===== config.mk =====
export PLATFORM = sky130hd
export DESIGN_NAME = bioprt_top
export DESIGN_NICKNAME = d
export VERILOG_FILES = /design/src/rtl/bioprt_pkg.sv /design/src/rtl/bioprt_tone_if.sv /design/src/rtl/bioprt_tone.sv /design/src/rtl/bioprt_top.sv
export SDC_FILE = /design/constraint.sdc
export NUM_CORES = 1
export LEC_CHECK = 0
export ABC_AREA = 1
export BUFFER_PORTS_ARGS = -buffer_cell sky130_fd_sc_hd__buf_2
export CAP_MARGIN = 10
export CORE_MARGIN = 1
export CORE_UTILIZATION = 55
export CTS_BUF_LIST = sky130_fd_sc_hd__clkbuf_8
export CTS_CLUSTER_DIAMETER = 50
export DETAILED_ROUTE_END_ITERATION = 7
export PLACE_DENSITY = 0.83
export SLEW_MARGIN = 0
export SYNTH_ARGS = -nofsm -noshare
export SYNTH_HDL_FRONTEND = slang
export SYNTH_SLANG_ARGS = --single-unit

===== constraint.sdc =====
create_clock -name I_CLK -period 3 [get_ports I_CLK]
set_clock_uncertainty 0.15 [all_clocks]
set_input_delay 0.45 -clock I_CLK [delete_from_list [all_inputs] [get_ports I_CLK]]
set_output_delay 0.45 -clock I_CLK [all_outputs]
set_load 0.02 [all_outputs]

===== src/rtl/bioprt_pkg.sv =====
/*
 * Constants for the three-port bidirectional I/O block with tone output.
 * Assumes an 8-bit data memory bus of the host core reaches the ports.
 */
package bioprt_pkg;
    // Data memory locations of the port latches and direction registers
    localparam logic [7:0] ADDR_PORT_A_DATA = 8'h12;
    localparam logic [7:0] ADDR_PORT_A_DIRECTION = 8'h13;
    localparam logic [7:0] ADDR_PORT_B_DATA = 8'h14;
    localparam logic [7:0] ADDR_PORT_B_DIRECTION = 8'h15;
    localparam logic [7:0] ADDR_PORT_C_DATA = 8'h16;
    localparam logic [7:0] ADDR_PORT_C_DIRECTION = 8'h17;
    // Implemented line counts
    localparam int WIDTH_A = 8;
    localparam int WIDTH_B = 3;
    localparam int WIDTH_C = 2;
    // Values after reset: every line an input, every latch high
    localparam logic [7:0] RESET_PORT_A = 8'hff;
    localparam logic [2:0] RESET_PORT_B = 3'h7;
    localparam logic [1:0] RESET_PORT_C = 2'h3;
    // Tone generator: overflow range and counter reset value
    localparam logic [8:0] TONE_RANGE = 9'h100;
    localparam logic [7:0] RESET_TONE_COUNT = 8'h00;
    // Read-modify-write operation codes
    typedef enum logic [1:0] {
        BIOPRT_OP_NONE = 2'b00,
        BIOPRT_OP_SET = 2'b01,
        BIOPRT_OP_CLR = 2'b10,
        BIOPRT_OP_CPL = 2'b11
    } bioprt_op_t;
endpackage


===== src/rtl/bioprt_tone_if.sv =====
/*
 * Carrier between the port block and its tone generator.
 * Assumes one clock domain.
 */
`timescale 1ns/10ps
interface bioprt_tone_if;
    logic tick;
    logic [7:0] preload;
    logic tone;
    modport gen (input tick, input preload, output tone);
    modport user (output tick, output preload, input tone);
endinterface


===== src/rtl/bioprt_tone.sv =====
/*
 * Tone generator: an 8-bit up-counter reloaded from the preload on
 * overflow; each overflow toggles the tone, so the tone runs at
 * tick rate / (2 x (256 - preload)).
 * Assumes tick is a one-cycle enable from the timer input clock.
 */
`timescale 1ns/10ps
module bioprt_tone (
    input wire logic i_clk,
    input wire logic i_reset,
    bioprt_tone_if.gen tif
);
    logic [7:0] count;
    logic tone;

    // Count up and reload on overflow
    always_ff @(posedge i_clk) begin
        if (i_reset) begin
            count <= bioprt_pkg::RESET_TONE_COUNT;
        end else if (tif.tick) begin
            if (count == 8'hff) begin
                count <= tif.preload;
            end else begin
                count <= count + 8'h01;
            end
        end
    end

    // Toggle the tone on each overflow
    always_ff @(posedge i_clk) begin
        if (i_reset) begin
            tone <= 1'b0;
        end else if (tif.tick && count == 8'hff) begin
            tone <= ~tone;
        end
    end

    assign tif.tone = tone;
endmodule


===== src/rtl/bioprt_top.sv =====
/*
 * Three bidirectional ports A (8 lines), B (3) and C (2) with
 * per-port direction registers, live pad read-back, bit operations,
 * port A wake-up, a global pull-high option and a tone output pair.
 * Assumes pad inputs are synchronous to I_CLK and that the core
 * presents one access per cycle on the data memory port.
 */
// Overview of operation
// Three ports A, B, C, 13 lines, latches at 12H, 14H, 16H.
// Direction registers for A, B, C at 13H, 15H, 17H.
// Direction 1 makes an input; 0 makes a push-pull output.
// Reads return pad level for inputs, latch value for outputs.
// Inputs are not latched; pad sampled in the reading cycle.
// Written output data holds until the latch is written again.
// Bit set, clear and complement read, modify and write back.
// Missing upper bits of B and C read zero, ignore writes.
// With wake-up enabled, any port A line can wake the halted device; the code wakes on input lines only.
// One pull-high option enables pull-ups on all lines or none.
// After reset every line is an input.
// Tone option: B lines 0 and 1 as outputs drive tone and complement.
// Tone option: B bit 0 latch gates both tone pins, 0 forces low.
// Tone option: B line 0 or 1 as input keeps input behaviour.
// C lines 0 and 1 share pins with interrupt and timer event inputs.
// Software should make unused lines outputs to save power.
// Tone frequency is timer clock over 2 x (256 - preload).
// Direction writes change pad drivers on the next clock edge.
`timescale 1ns/10ps
module bioprt_top (
    input wire logic I_CLK,
    input wire logic I_RESET,
    // Build-time options
    input wire logic I_PULL_HIGH_OPTION,
    input wire logic I_TONE_OPTION,
    input wire logic I_WAKE_OPTION,
    // Data memory port of the core
    input wire logic [7:0] I_ADDR,
    input wire logic I_WR,
    input wire logic I_RD,
    input wire logic [1:0] I_BIT_OP,
    input wire logic [2:0] I_BIT_SEL,
    input wire logic [7:0] I_WDATA,
    output logic [7:0] O_RDATA,
    output logic O_HIT,
    // Timer tone source
    input wire logic I_TONE_TICK,
    input wire logic [7:0] I_TONE_PRELOAD,
    // Halt state and wake request
    input wire logic I_HALTED,
    output logic O_WAKE,
    // Pads
    input wire logic [7:0] I_PORT_A_PAD,
    output logic [7:0] O_PORT_A_PAD,
    output logic [7:0] O_PORT_A_OE,
    input wire logic [2:0] I_PORT_B_PAD,
    output logic [2:0] O_PORT_B_PAD,
    output logic [2:0] O_PORT_B_OE,
    input wire logic [1:0] I_PORT_C_PAD,
    output logic [1:0] O_PORT_C_PAD,
    output logic [1:0] O_PORT_C_OE,
    output logic O_PULL_UP_EN,
    // Shared-pin inputs towards interrupt and timer
    output logic O_EXT_INT_IN,
    output logic O_TIMER_EVENT_PIN
);
    logic [7:0] port_a_data;
    logic [7:0] port_a_direction;
    logic [2:0] port_b_data;
    logic [2:0] port_b_direction;
    logic [1:0] port_c_data;
    logic [1:0] port_c_direction;
    logic [7:0] read_value;
    logic [7:0] next_write;
    logic [7:0] prev_pad_a;
    logic tone_out_pair;
    logic [1:0] tone_pin;
    bioprt_pkg::bioprt_op_t op;
    bioprt_tone_if tif ();

    // Mixed read: pad for inputs, latch for outputs
    function automatic logic [7:0] port_view(input logic [7:0] latch, input logic [7:0] dir,
                                             input logic [7:0] pad);
        port_view = (dir & pad) | (~dir & latch);
    endfunction

    // Bit operation on a whole byte
    function automatic logic [7:0] bit_modify(input logic [7:0] value, input logic [1:0] code,
                                              input logic [2:0] sel, input logic [7:0] wdata);
        logic [7:0] mask;
        mask = 8'h01 << sel;
        case (code)
            2'b01: bit_modify = value | mask;
            2'b10: bit_modify = value & ~mask;
            2'b11: bit_modify = ~value;
            default: bit_modify = wdata;
        endcase
    endfunction

    assign op = bioprt_pkg::bioprt_op_t'(I_BIT_OP);

    // Tone generator from timer overflow
    assign tif.tick = I_TONE_TICK;
    assign tif.preload = I_TONE_PRELOAD;
    bioprt_tone u_tone (
        .i_clk(I_CLK),
        .i_reset(I_RESET),
        .tif(tif)
    );
    assign tone_out_pair = tif.tone;

    // Read multiplexer; absent bits read zero
    always_comb begin
        if (I_ADDR == bioprt_pkg::ADDR_PORT_A_DATA) begin
            read_value = port_view(port_a_data, port_a_direction, I_PORT_A_PAD);
        end else if (I_ADDR == bioprt_pkg::ADDR_PORT_A_DIRECTION) begin
            read_value = port_a_direction;
        end else if (I_ADDR == bioprt_pkg::ADDR_PORT_B_DATA) begin
            read_value = port_view({5'h00, port_b_data}, {5'h00, port_b_direction},
                                   {5'h00, I_PORT_B_PAD});
        end else if (I_ADDR == bioprt_pkg::ADDR_PORT_B_DIRECTION) begin
            read_value = {5'h00, port_b_direction};
        end else if (I_ADDR == bioprt_pkg::ADDR_PORT_C_DATA) begin
            read_value = port_view({6'h00, port_c_data}, {6'h00, port_c_direction},
                                   {6'h00, I_PORT_C_PAD});
        end else if (I_ADDR == bioprt_pkg::ADDR_PORT_C_DIRECTION) begin
            read_value = {6'h00, port_c_direction};
        end else begin
            read_value = 8'h00;
        end
    end

    // Value to write: plain data or read-modify-write result
    assign next_write = bit_modify(read_value, op, I_BIT_SEL, I_WDATA);

    // Address hit indicator for the core
    assign O_HIT = (I_ADDR >= bioprt_pkg::ADDR_PORT_A_DATA) &&
                   (I_ADDR <= bioprt_pkg::ADDR_PORT_C_DIRECTION);

    // Registered read data; complement and bit results also shown here
    always_ff @(posedge I_CLK) begin
        if (I_RESET) begin
            O_RDATA <= 8'h00;
        end else if (I_RD) begin
            if (!O_HIT) begin
                O_RDATA <= 8'h00; // Unmapped reads stay zero even with a bit operation
            end else if (op == bioprt_pkg::BIOPRT_OP_NONE) begin
                O_RDATA <= read_value;
            end else begin
                O_RDATA <= next_write;
            end
        end
    end

    // Port A registers
    always_ff @(posedge I_CLK) begin
        if (I_RESET) begin
            port_a_data <= bioprt_pkg::RESET_PORT_A;
            port_a_direction <= bioprt_pkg::RESET_PORT_A;
        end else if (I_WR) begin
            if (I_ADDR == bioprt_pkg::ADDR_PORT_A_DATA) begin
                port_a_data <= next_write;
            end else if (I_ADDR == bioprt_pkg::ADDR_PORT_A_DIRECTION) begin
                port_a_direction <= next_write;
            end
        end
    end

    // Port B registers; upper bits do not exist
    always_ff @(posedge I_CLK) begin
        if (I_RESET) begin
            port_b_data <= bioprt_pkg::RESET_PORT_B;
            port_b_direction <= bioprt_pkg::RESET_PORT_B;
        end else if (I_WR) begin
            if (I_ADDR == bioprt_pkg::ADDR_PORT_B_DATA) begin
                port_b_data <= next_write[2:0];
            end else if (I_ADDR == bioprt_pkg::ADDR_PORT_B_DIRECTION) begin
                port_b_direction <= next_write[2:0];
            end
        end
    end

    // Port C registers; upper bits do not exist
    always_ff @(posedge I_CLK) begin
        if (I_RESET) begin
            port_c_data <= bioprt_pkg::RESET_PORT_C;
            port_c_direction <= bioprt_pkg::RESET_PORT_C;
        end else if (I_WR) begin
            if (I_ADDR == bioprt_pkg::ADDR_PORT_C_DATA) begin
                port_c_data <= next_write[1:0];
            end else if (I_ADDR == bioprt_pkg::ADDR_PORT_C_DIRECTION) begin
                port_c_direction <= next_write[1:0];
            end
        end
    end

    // Tone pins: gated by bit 0 latch, complement on line one
    assign tone_pin[0] = port_b_data[0] & tone_out_pair;
    assign tone_pin[1] = port_b_data[0] & ~tone_out_pair;

    // Pad drivers: direction 0 drives push-pull
    always_comb begin
        O_PORT_A_OE = ~port_a_direction;
        O_PORT_A_PAD = port_a_data;
        O_PORT_B_OE = ~port_b_direction;
        O_PORT_B_PAD = port_b_data;
        if (I_TONE_OPTION) begin
            O_PORT_B_PAD[1:0] = tone_pin;
        end
        O_PORT_C_OE = ~port_c_direction;
        O_PORT_C_PAD = port_c_data;
    end

    // One global pull-up enable
    assign O_PULL_UP_EN = I_PULL_HIGH_OPTION;

    // Shared pins feed the interrupt and timer event inputs
    assign O_EXT_INT_IN = I_PORT_C_PAD[0];
    assign O_TIMER_EVENT_PIN = I_PORT_C_PAD[1];

    // Previous port A pad level for change detection; reset follows the pads
    // so that pulled-up lines do not look like an edge right after reset
    always_ff @(posedge I_CLK) begin
        if (I_RESET) begin
            prev_pad_a <= I_PORT_A_PAD;
        end else begin
            prev_pad_a <= I_PORT_A_PAD;
        end
    end

    // Wake request on any port A input line change while halted
    always_ff @(posedge I_CLK) begin
        if (I_RESET) begin
            O_WAKE <= 1'b0;
        end else begin
            O_WAKE <= I_WAKE_OPTION && I_HALTED &&
                      (|((I_PORT_A_PAD ^ prev_pad_a) & port_a_direction));
        end
    end
endmodule


==> impl_metrics.ini, run 1 <==
[global_route]
antenna_found_initial = 0
first_global_vias = 3007
grt_use_total_pct = 28.8
grt_max_degree = 23
gr-total-overflow = 0
grt_pass1_wl_um = 13500

[worst_setup_path]
slowest_delay_ps = 380
rrSetupSlack_ps = 1040
path_delay_family = simple AND/OR/NAND/NOR gates
cp-end-kind = flop
cpMostUsedCell = inv_1
path_max_fanout = 7
path_cells = ha_1 > nand4_1 > nor3_1 > inv_1 > nor2_1 > inv_1 > o21ai_0 > a21oi_1
criticalPathCategory = reg -> reg
crit_buf_inv = 2
required_ps = 3060
cp.arrival_ps = 2020
start_kind = flop
slowest_stage = dfxtp_1

[sta]
hold_slack_ps = 125
grt_setup_unrepaired = no
clock.fmax_mhz = 510
relSlewSlack_pct = 63.3
worst_pin_slew_ps = 548
hold_viol_final = 0
setup_viol = 0
min_period_ps = 1960
fin_ws_ps = 1040
setup_tns_ps = 0
drv_slew = 0
min_period_over_period_pct = 65.3

[route]
wl_per_cell_um = 13.7
met2_length_um = 3960
drc = 0
via_count = 3411
viasPerCell = 5.53
postRouteAntennaNets = 0
met1_length_um = 3630
dr_wl_met3_um = 647
top_layer = met4
wl_um = 8420
first_iter_violations = 255
dr.pass1.iters = 5

[logic_synthesis]
netlist.top_cell.by_area = dfxtp_1
synth_cell_type_count = 37
synth-main-ff-cell = dfxtp_1
netlist.area_leader.share_pct = 34.5
yosysSeqAreaShare_pct = 34.5
ys_top_cells_by_count = nand2_1 (122), inv_1 (57), dfxtp_1 (52)
syn-cell-area_mm2 = 0.00302
syn_inst = 461
ys_warn_count = 0
ys_async_sr_fraction_pct = 0
syn_nets = 513
yosysMostFrequentCell = nand2_1
synthTopCellsByArea = dfxtp_1 (34%), nand2_1 (15%), a21oi_1 (7.8%)
synth.avg_cell_area_um2 = 6.55
synth_edf_count = 0
ys_ff_latch = 52

[place]
numPortBuffers = 87
place_area_mm2 = 0.00350
place_hpwl_um = 6380
place.gp.congestion = 0.923
dp_slack_ps = 760

[clocking]
clk_pin_slew_worst_paths_ps = 90
cts_setup_buffers = 0
cts_buffer_depth = 2
hold_buffers = 0
cts_root_buf = clkbuf_8
ctsHtreeMaxLevel = 2
clock-sinks = 52
clk_latency_ps = 310
numCtsBuffers = 5
cts-resized-gates = 0
cts_tree = yes

[final_layout]
layout-area-overhead-vs-synth_pct = 19.1
final_core_util_pct = 69.1
diodes = 0
drive_gt1_share_pct = 22.5
fill_cells = 491
nets = 598
final_area_mm2 = 0.00359

[floorplanning]
die-area_mm2 = 0.00579
fp.dieH_um = 76.1
io_pins = 90
rows = 26
die_x_um = 76.1
core-area_mm2 = 0.00520
initial_core_util_pct = 58.0

[pwr]
p_leak_nw = 1.74
max-vdd-ir-drop_mv = 0.313
powerDensity_mw_per_mm2 = 365

[outcome]
outcome = completed

[run]
drv_cap = 0

[worst_hold_path]
holdCritPathClass = in -> reg
[logic make-up after synthesis]
family	share of synthesized area, %
buffers and inverters	9.91
DFF	34.5
and+or+nand+nor	32.3
AOI/OAI and AO/OA	21.4
adders and majority gates	0.415
xor gates and xnor gates	1.45
[stage by stage]
stage | std cells | total power, W
after global routing | 617 | 0.00136
after detailed placement | 609 | 0.000907
after global placement | 609 | 0.000902
after CTS | 617 | 0.00131
after floorplan | 461 | 0.000835
final | 617 | 0.00131
[worst register-to-register path: cells and delay by family, from the launching register on]
family	cells	cell delay [ps]
compound gates	2	230
fa+ha+maj	1	210
buf+inv	2	210
flops	1	380
simple gates	3	670
[cell usage in the layout, fill, tap and decap left out, drive strengths merged]
cell type,netlist,final
o21ai,32,32
o211ai,9,9
a22oi,2,2
o2111ai,4,4
a221oi,1,1
xnor2,3,3
nand4,8,8
a21o,2,2
dfxtp,52,52
xor2,2,2
a21oi,47,47
clkinv,3,5
clkbuf,6,6
nand3,26,26
a211oi,1,1
a31oi,7,7
ha,1,1
inv,59,59
buf,6,90
nor3,9,9
o22ai,2,2
nand2,129,129
nor2,50,50
[metal layers]
metal / up-vias / GRT usage [%]
met1: 1549 / 37.3
met2: 163 / 48.0
met3: 18 / 4.31
li1: 1681 / -
met4: 0 / 11.5
met5: - / 0
[cell type report]
class / count / area [µm²] / share of cell area, %
inverters: 62 / 238 / 6.61
clock inverters: 2 / 10.0 / 0.278
flip-flops and latches: 52 / 1040 / 29.0
well taps: 70 / 87.6 / 2.44
multi-input cells: 335 / 1680 / 46.7
clock buffers: 6 / 82.6 / 2.30
repair buffers: 90 / 458 / 12.7
[state kept, by name, indices dropped and copies added, names as in the netlist]
register	flops
O_RDATA	8
port_b_direction	3
O_WAKE	1
port_c_direction	2
u_tone.tif.tone	1
port_b_data	3
O_PORT_A_PAD	8
port_a_direction	8
u_tone.count	8
prev_pad_a	8
O_PORT_C_PAD	2
[final timing paths]
check / start / endpoint / cells past startpoint
hold / removal: I_PORT_A_PAD[3] / prev_pad_a[3]$_DFF_P_ / 1
setup / recovery: u_tone.count[0]$_SDFFE_PP0P_ / u_tone.tif.tone$_SDFFE_PP0P_ / 8
hold reg to reg: O_RDATA[7]$_SDFFE_PP0P_ / O_RDATA[7]$_SDFFE_PP0P_ / 2
setup reg to reg: u_tone.count[0]$_SDFFE_PP0P_ / u_tone.tif.tone$_SDFFE_PP0P_ / 8
[where the power goes]
group	leakage [nW]	switching, W	internal (W)	total [W]
logic	1.26	0.000120	0.0000694	0.000190
clock network	0.0510	0.000231	0.000185	0.000415
registers	0.424	0.00000564	0.000699	0.000705
Power figures use the tool's default switching activity.
==> inputs of run 2 (changes only) <==
--- a/config.mk
+++ b/config.mk
@@ -9,11 +9,11 @@
 export BUFFER_PORTS_ARGS = -buffer_cell sky130_fd_sc_hd__buf_2
 export CAP_MARGIN = 10
 export CORE_MARGIN = 1
-export CORE_UTILIZATION = 55
+export CORE_UTILIZATION = 54
 export CTS_BUF_LIST = sky130_fd_sc_hd__clkbuf_8
 export CTS_CLUSTER_DIAMETER = 50
 export DETAILED_ROUTE_END_ITERATION = 7
-export PLACE_DENSITY = 0.83
+export PLACE_DENSITY = 0.82
 export SLEW_MARGIN = 0
 export SYNTH_ARGS = -nofsm -noshare
 export SYNTH_HDL_FRONTEND = slang
==> constraint.sdc (replaced) <==
create_clock -name I_CLK -period 1.9 [get_ports I_CLK]
set_clock_uncertainty 0.15 [all_clocks]
set_input_delay 0.285 -clock I_CLK [delete_from_list [all_inputs] [get_ports I_CLK]]
set_output_delay 0.285 -clock I_CLK [all_outputs]
set_load 0.02 [all_outputs]
==> run 2 against run 1 <==
  * Sequential share of layout area fell by 1.7 points
  * Die area rose by 1.8%
  * Utilization rose by 4.2 points
  * Worst setup slack got worse by 920 ps
  * Critical endpoint is now u_tone.count[4]$_SDFFE_PP0P_
  * Highest routed layer unchanged
==> impl_metrics.ini, run 2 (synthesized netlist as in run 1, its figures left out) <==
[final_layout]
mostFrequentLayoutCells = nand2_1 (120), buf_2 (87), inv_1 (56), dfxtp_1 (50), a21oi_1 (47)
layout-area-overhead-vs-synth_pct = 27.1
fill_cells = 462
drive_gt1_share_pct = 25.9
final_area_mm2 = 0.00384
final_core_util_pct = 73.2
diodes = 0
nets = 622
final_common_cell = nand2_1

[worst_setup_path]
required_ps = 1990
r2r_end = u_tone.count[4]$_SDFFE_PP0P_
reg2regPathDepth = 8
crit_cells = 8
path_delay_family = simple AND/OR/NAND/NOR gates
path_max_fanout = 5
slowest_stage = dfxtp_1
criticalPathCategory = reg -> reg
slowest_delay_ps = 390
cp-end-kind = flop
start_kind = flop
cp.arrival_ps = 1870
path_cells = ha_1 > nand4_1 > nor3_2 > inv_1 > nor2_1 > buf_4 > nand2_1 > a21oi_1
crit_buf_inv = 2
regToRegStartpoint = u_tone.count[0]$_SDFFE_PP0P_
timing.critical_path.to = u_tone.count[4]$_SDFFE_PP0P_
crit_start = u_tone.count[0]$_SDFFE_PP0P_
rrSetupSlack_ps = 120

[place]
place_area_mm2 = 0.00363
place.gp.congestion = 0.925
numPortBuffers = 87
place_hpwl_um = 6380

[route]
viasPerCell = 5.33
dr.pass1.iters = 5
wl_um = 8340
drc = 0
postRouteAntennaNets = 0
first_iter_violations = 194
via_count = 3417
wl_per_cell_um = 13.0

[global_route]
gr-total-overflow = 0
antenna_found_initial = 0
grt_max_degree = 20
first_global_vias = 3066
grt_use_total_pct = 28.8
grt_pass1_wl_um = 13700

[floorplanning]
rows = 26
io_pins = 90
die-area_mm2 = 0.00589
die_x_um = 76.8
fp.dieH_um = 76.8
core-area_mm2 = 0.00524
initial_core_util_pct = 57.6

[sta]
min_period_over_period_pct = 93.7
drv_slew = 0
relSlewSlack_pct = 67.9
clock.fmax_mhz = 562
worst_pin_slew_ps = 481
setup_viol = 0
hold_viol_final = 0
min_period_ps = 1780
grt_setup_unrepaired = yes

[pwr]
max-vdd-ir-drop_mv = 0.470
p_leak_nw = 1.86
powerDensity_mw_per_mm2 = 537

[run]
drv_cap = 0

[outcome]
outcome = completed

[clocking]
clock-sinks = 52
ctsHtreeMaxLevel = 2
numCtsBuffers = 5
clk_pin_slew_worst_paths_ps = 100
clk_latency_ps = 310
cts_buffer_depth = 2
cts_root_buf = clkbuf_8
cts_tree = yes

[worst_hold_path]
holdCritPathClass = in -> reg
## run 2: layer usage
layer	track usage [%]	wire length, µm	up-vias
li1	-	-	1731
met1	35.7	3580	1555
met2	47.9	4020	115
met3	7.02	595	16
met4	10.8	142	0
met5	0	0	-
## run 2: worst min path at each step
stage          depth (start not counted)               endpoint            start
2_1_floorplan                          0  prev_pad_a[0]$_DFF_P_  I_PORT_A_PAD[0]
3_3_place_gp                           1  prev_pad_a[4]$_DFF_P_  I_PORT_A_PAD[4]
3_5_place_dp                           1  prev_pad_a[1]$_DFF_P_  I_PORT_A_PAD[1]
4_1_cts                                3      O_WAKE$_SDFF_PP0_    I_WAKE_OPTION
5_1_grt                                3      O_WAKE$_SDFF_PP0_    I_WAKE_OPTION
6_report                               3      O_WAKE$_SDFF_PP0_    I_WAKE_OPTION
## run 2: repair_timing
item                       4_1_cts  5_1_grt
hold endpoints to repair         8        0
hold buffers                     8        0
resized for setup                0       12
setup endpoints to repair        0       13
buffers inserted                 0        0
## run 2: power breakdown
| group | leakage, nW | switching [W] | internal (W) |
|---|---|---|---|
| clock | 0.0479 | 0.000360 | 0.000257 |
| sequential | 0.423 | 0.00000896 | 0.00110 |
| combinational | 1.39 | 0.000195 | 0.000136 |
## run 2: final cells by class
type / count / area [µm²] / area share (%)
multi-input combinational: 335 / 1710 / 44.5
clock inverter: 3 / 18.8 / 0.489
clock buffer: 5 / 68.8 / 1.79
timing repair buffer: 114 / 671 / 17.5
inverter: 62 / 238 / 6.20
tap: 70 / 87.6 / 2.28
sequential: 52 / 1050 / 27.3
## run 2: stage by stage
step | cells | hold WS (ps) | TNS, ps | setup WS (ps) | total power, W
finish | 641 | 61.0 | 0 | 120 | 0.00206
global route | 641 | 81.1 | -4.32 | -4.32 | 0.00215
CTS | 641 | 58.1 | 0 | 120 | 0.00207
detailed placement | 625 | 277 | -2310 | -191 | 0.00145
global placement | 625 | 275 | -528 | -94.0 | 0.00144
floorplan | 461 | 163 | 0 | 203 | 0.00132
## run 2: worst reg2reg max path, delay by kind of cell (launching register included)
kind / cells / cell delay, ps
AOI/OAI and AO/OA: 1 / 140
and+or+nand+nor: 4 / 580
adders and majority gates: 1 / 210
buffers and inverters: 2 / 230
DFF: 1 / 390
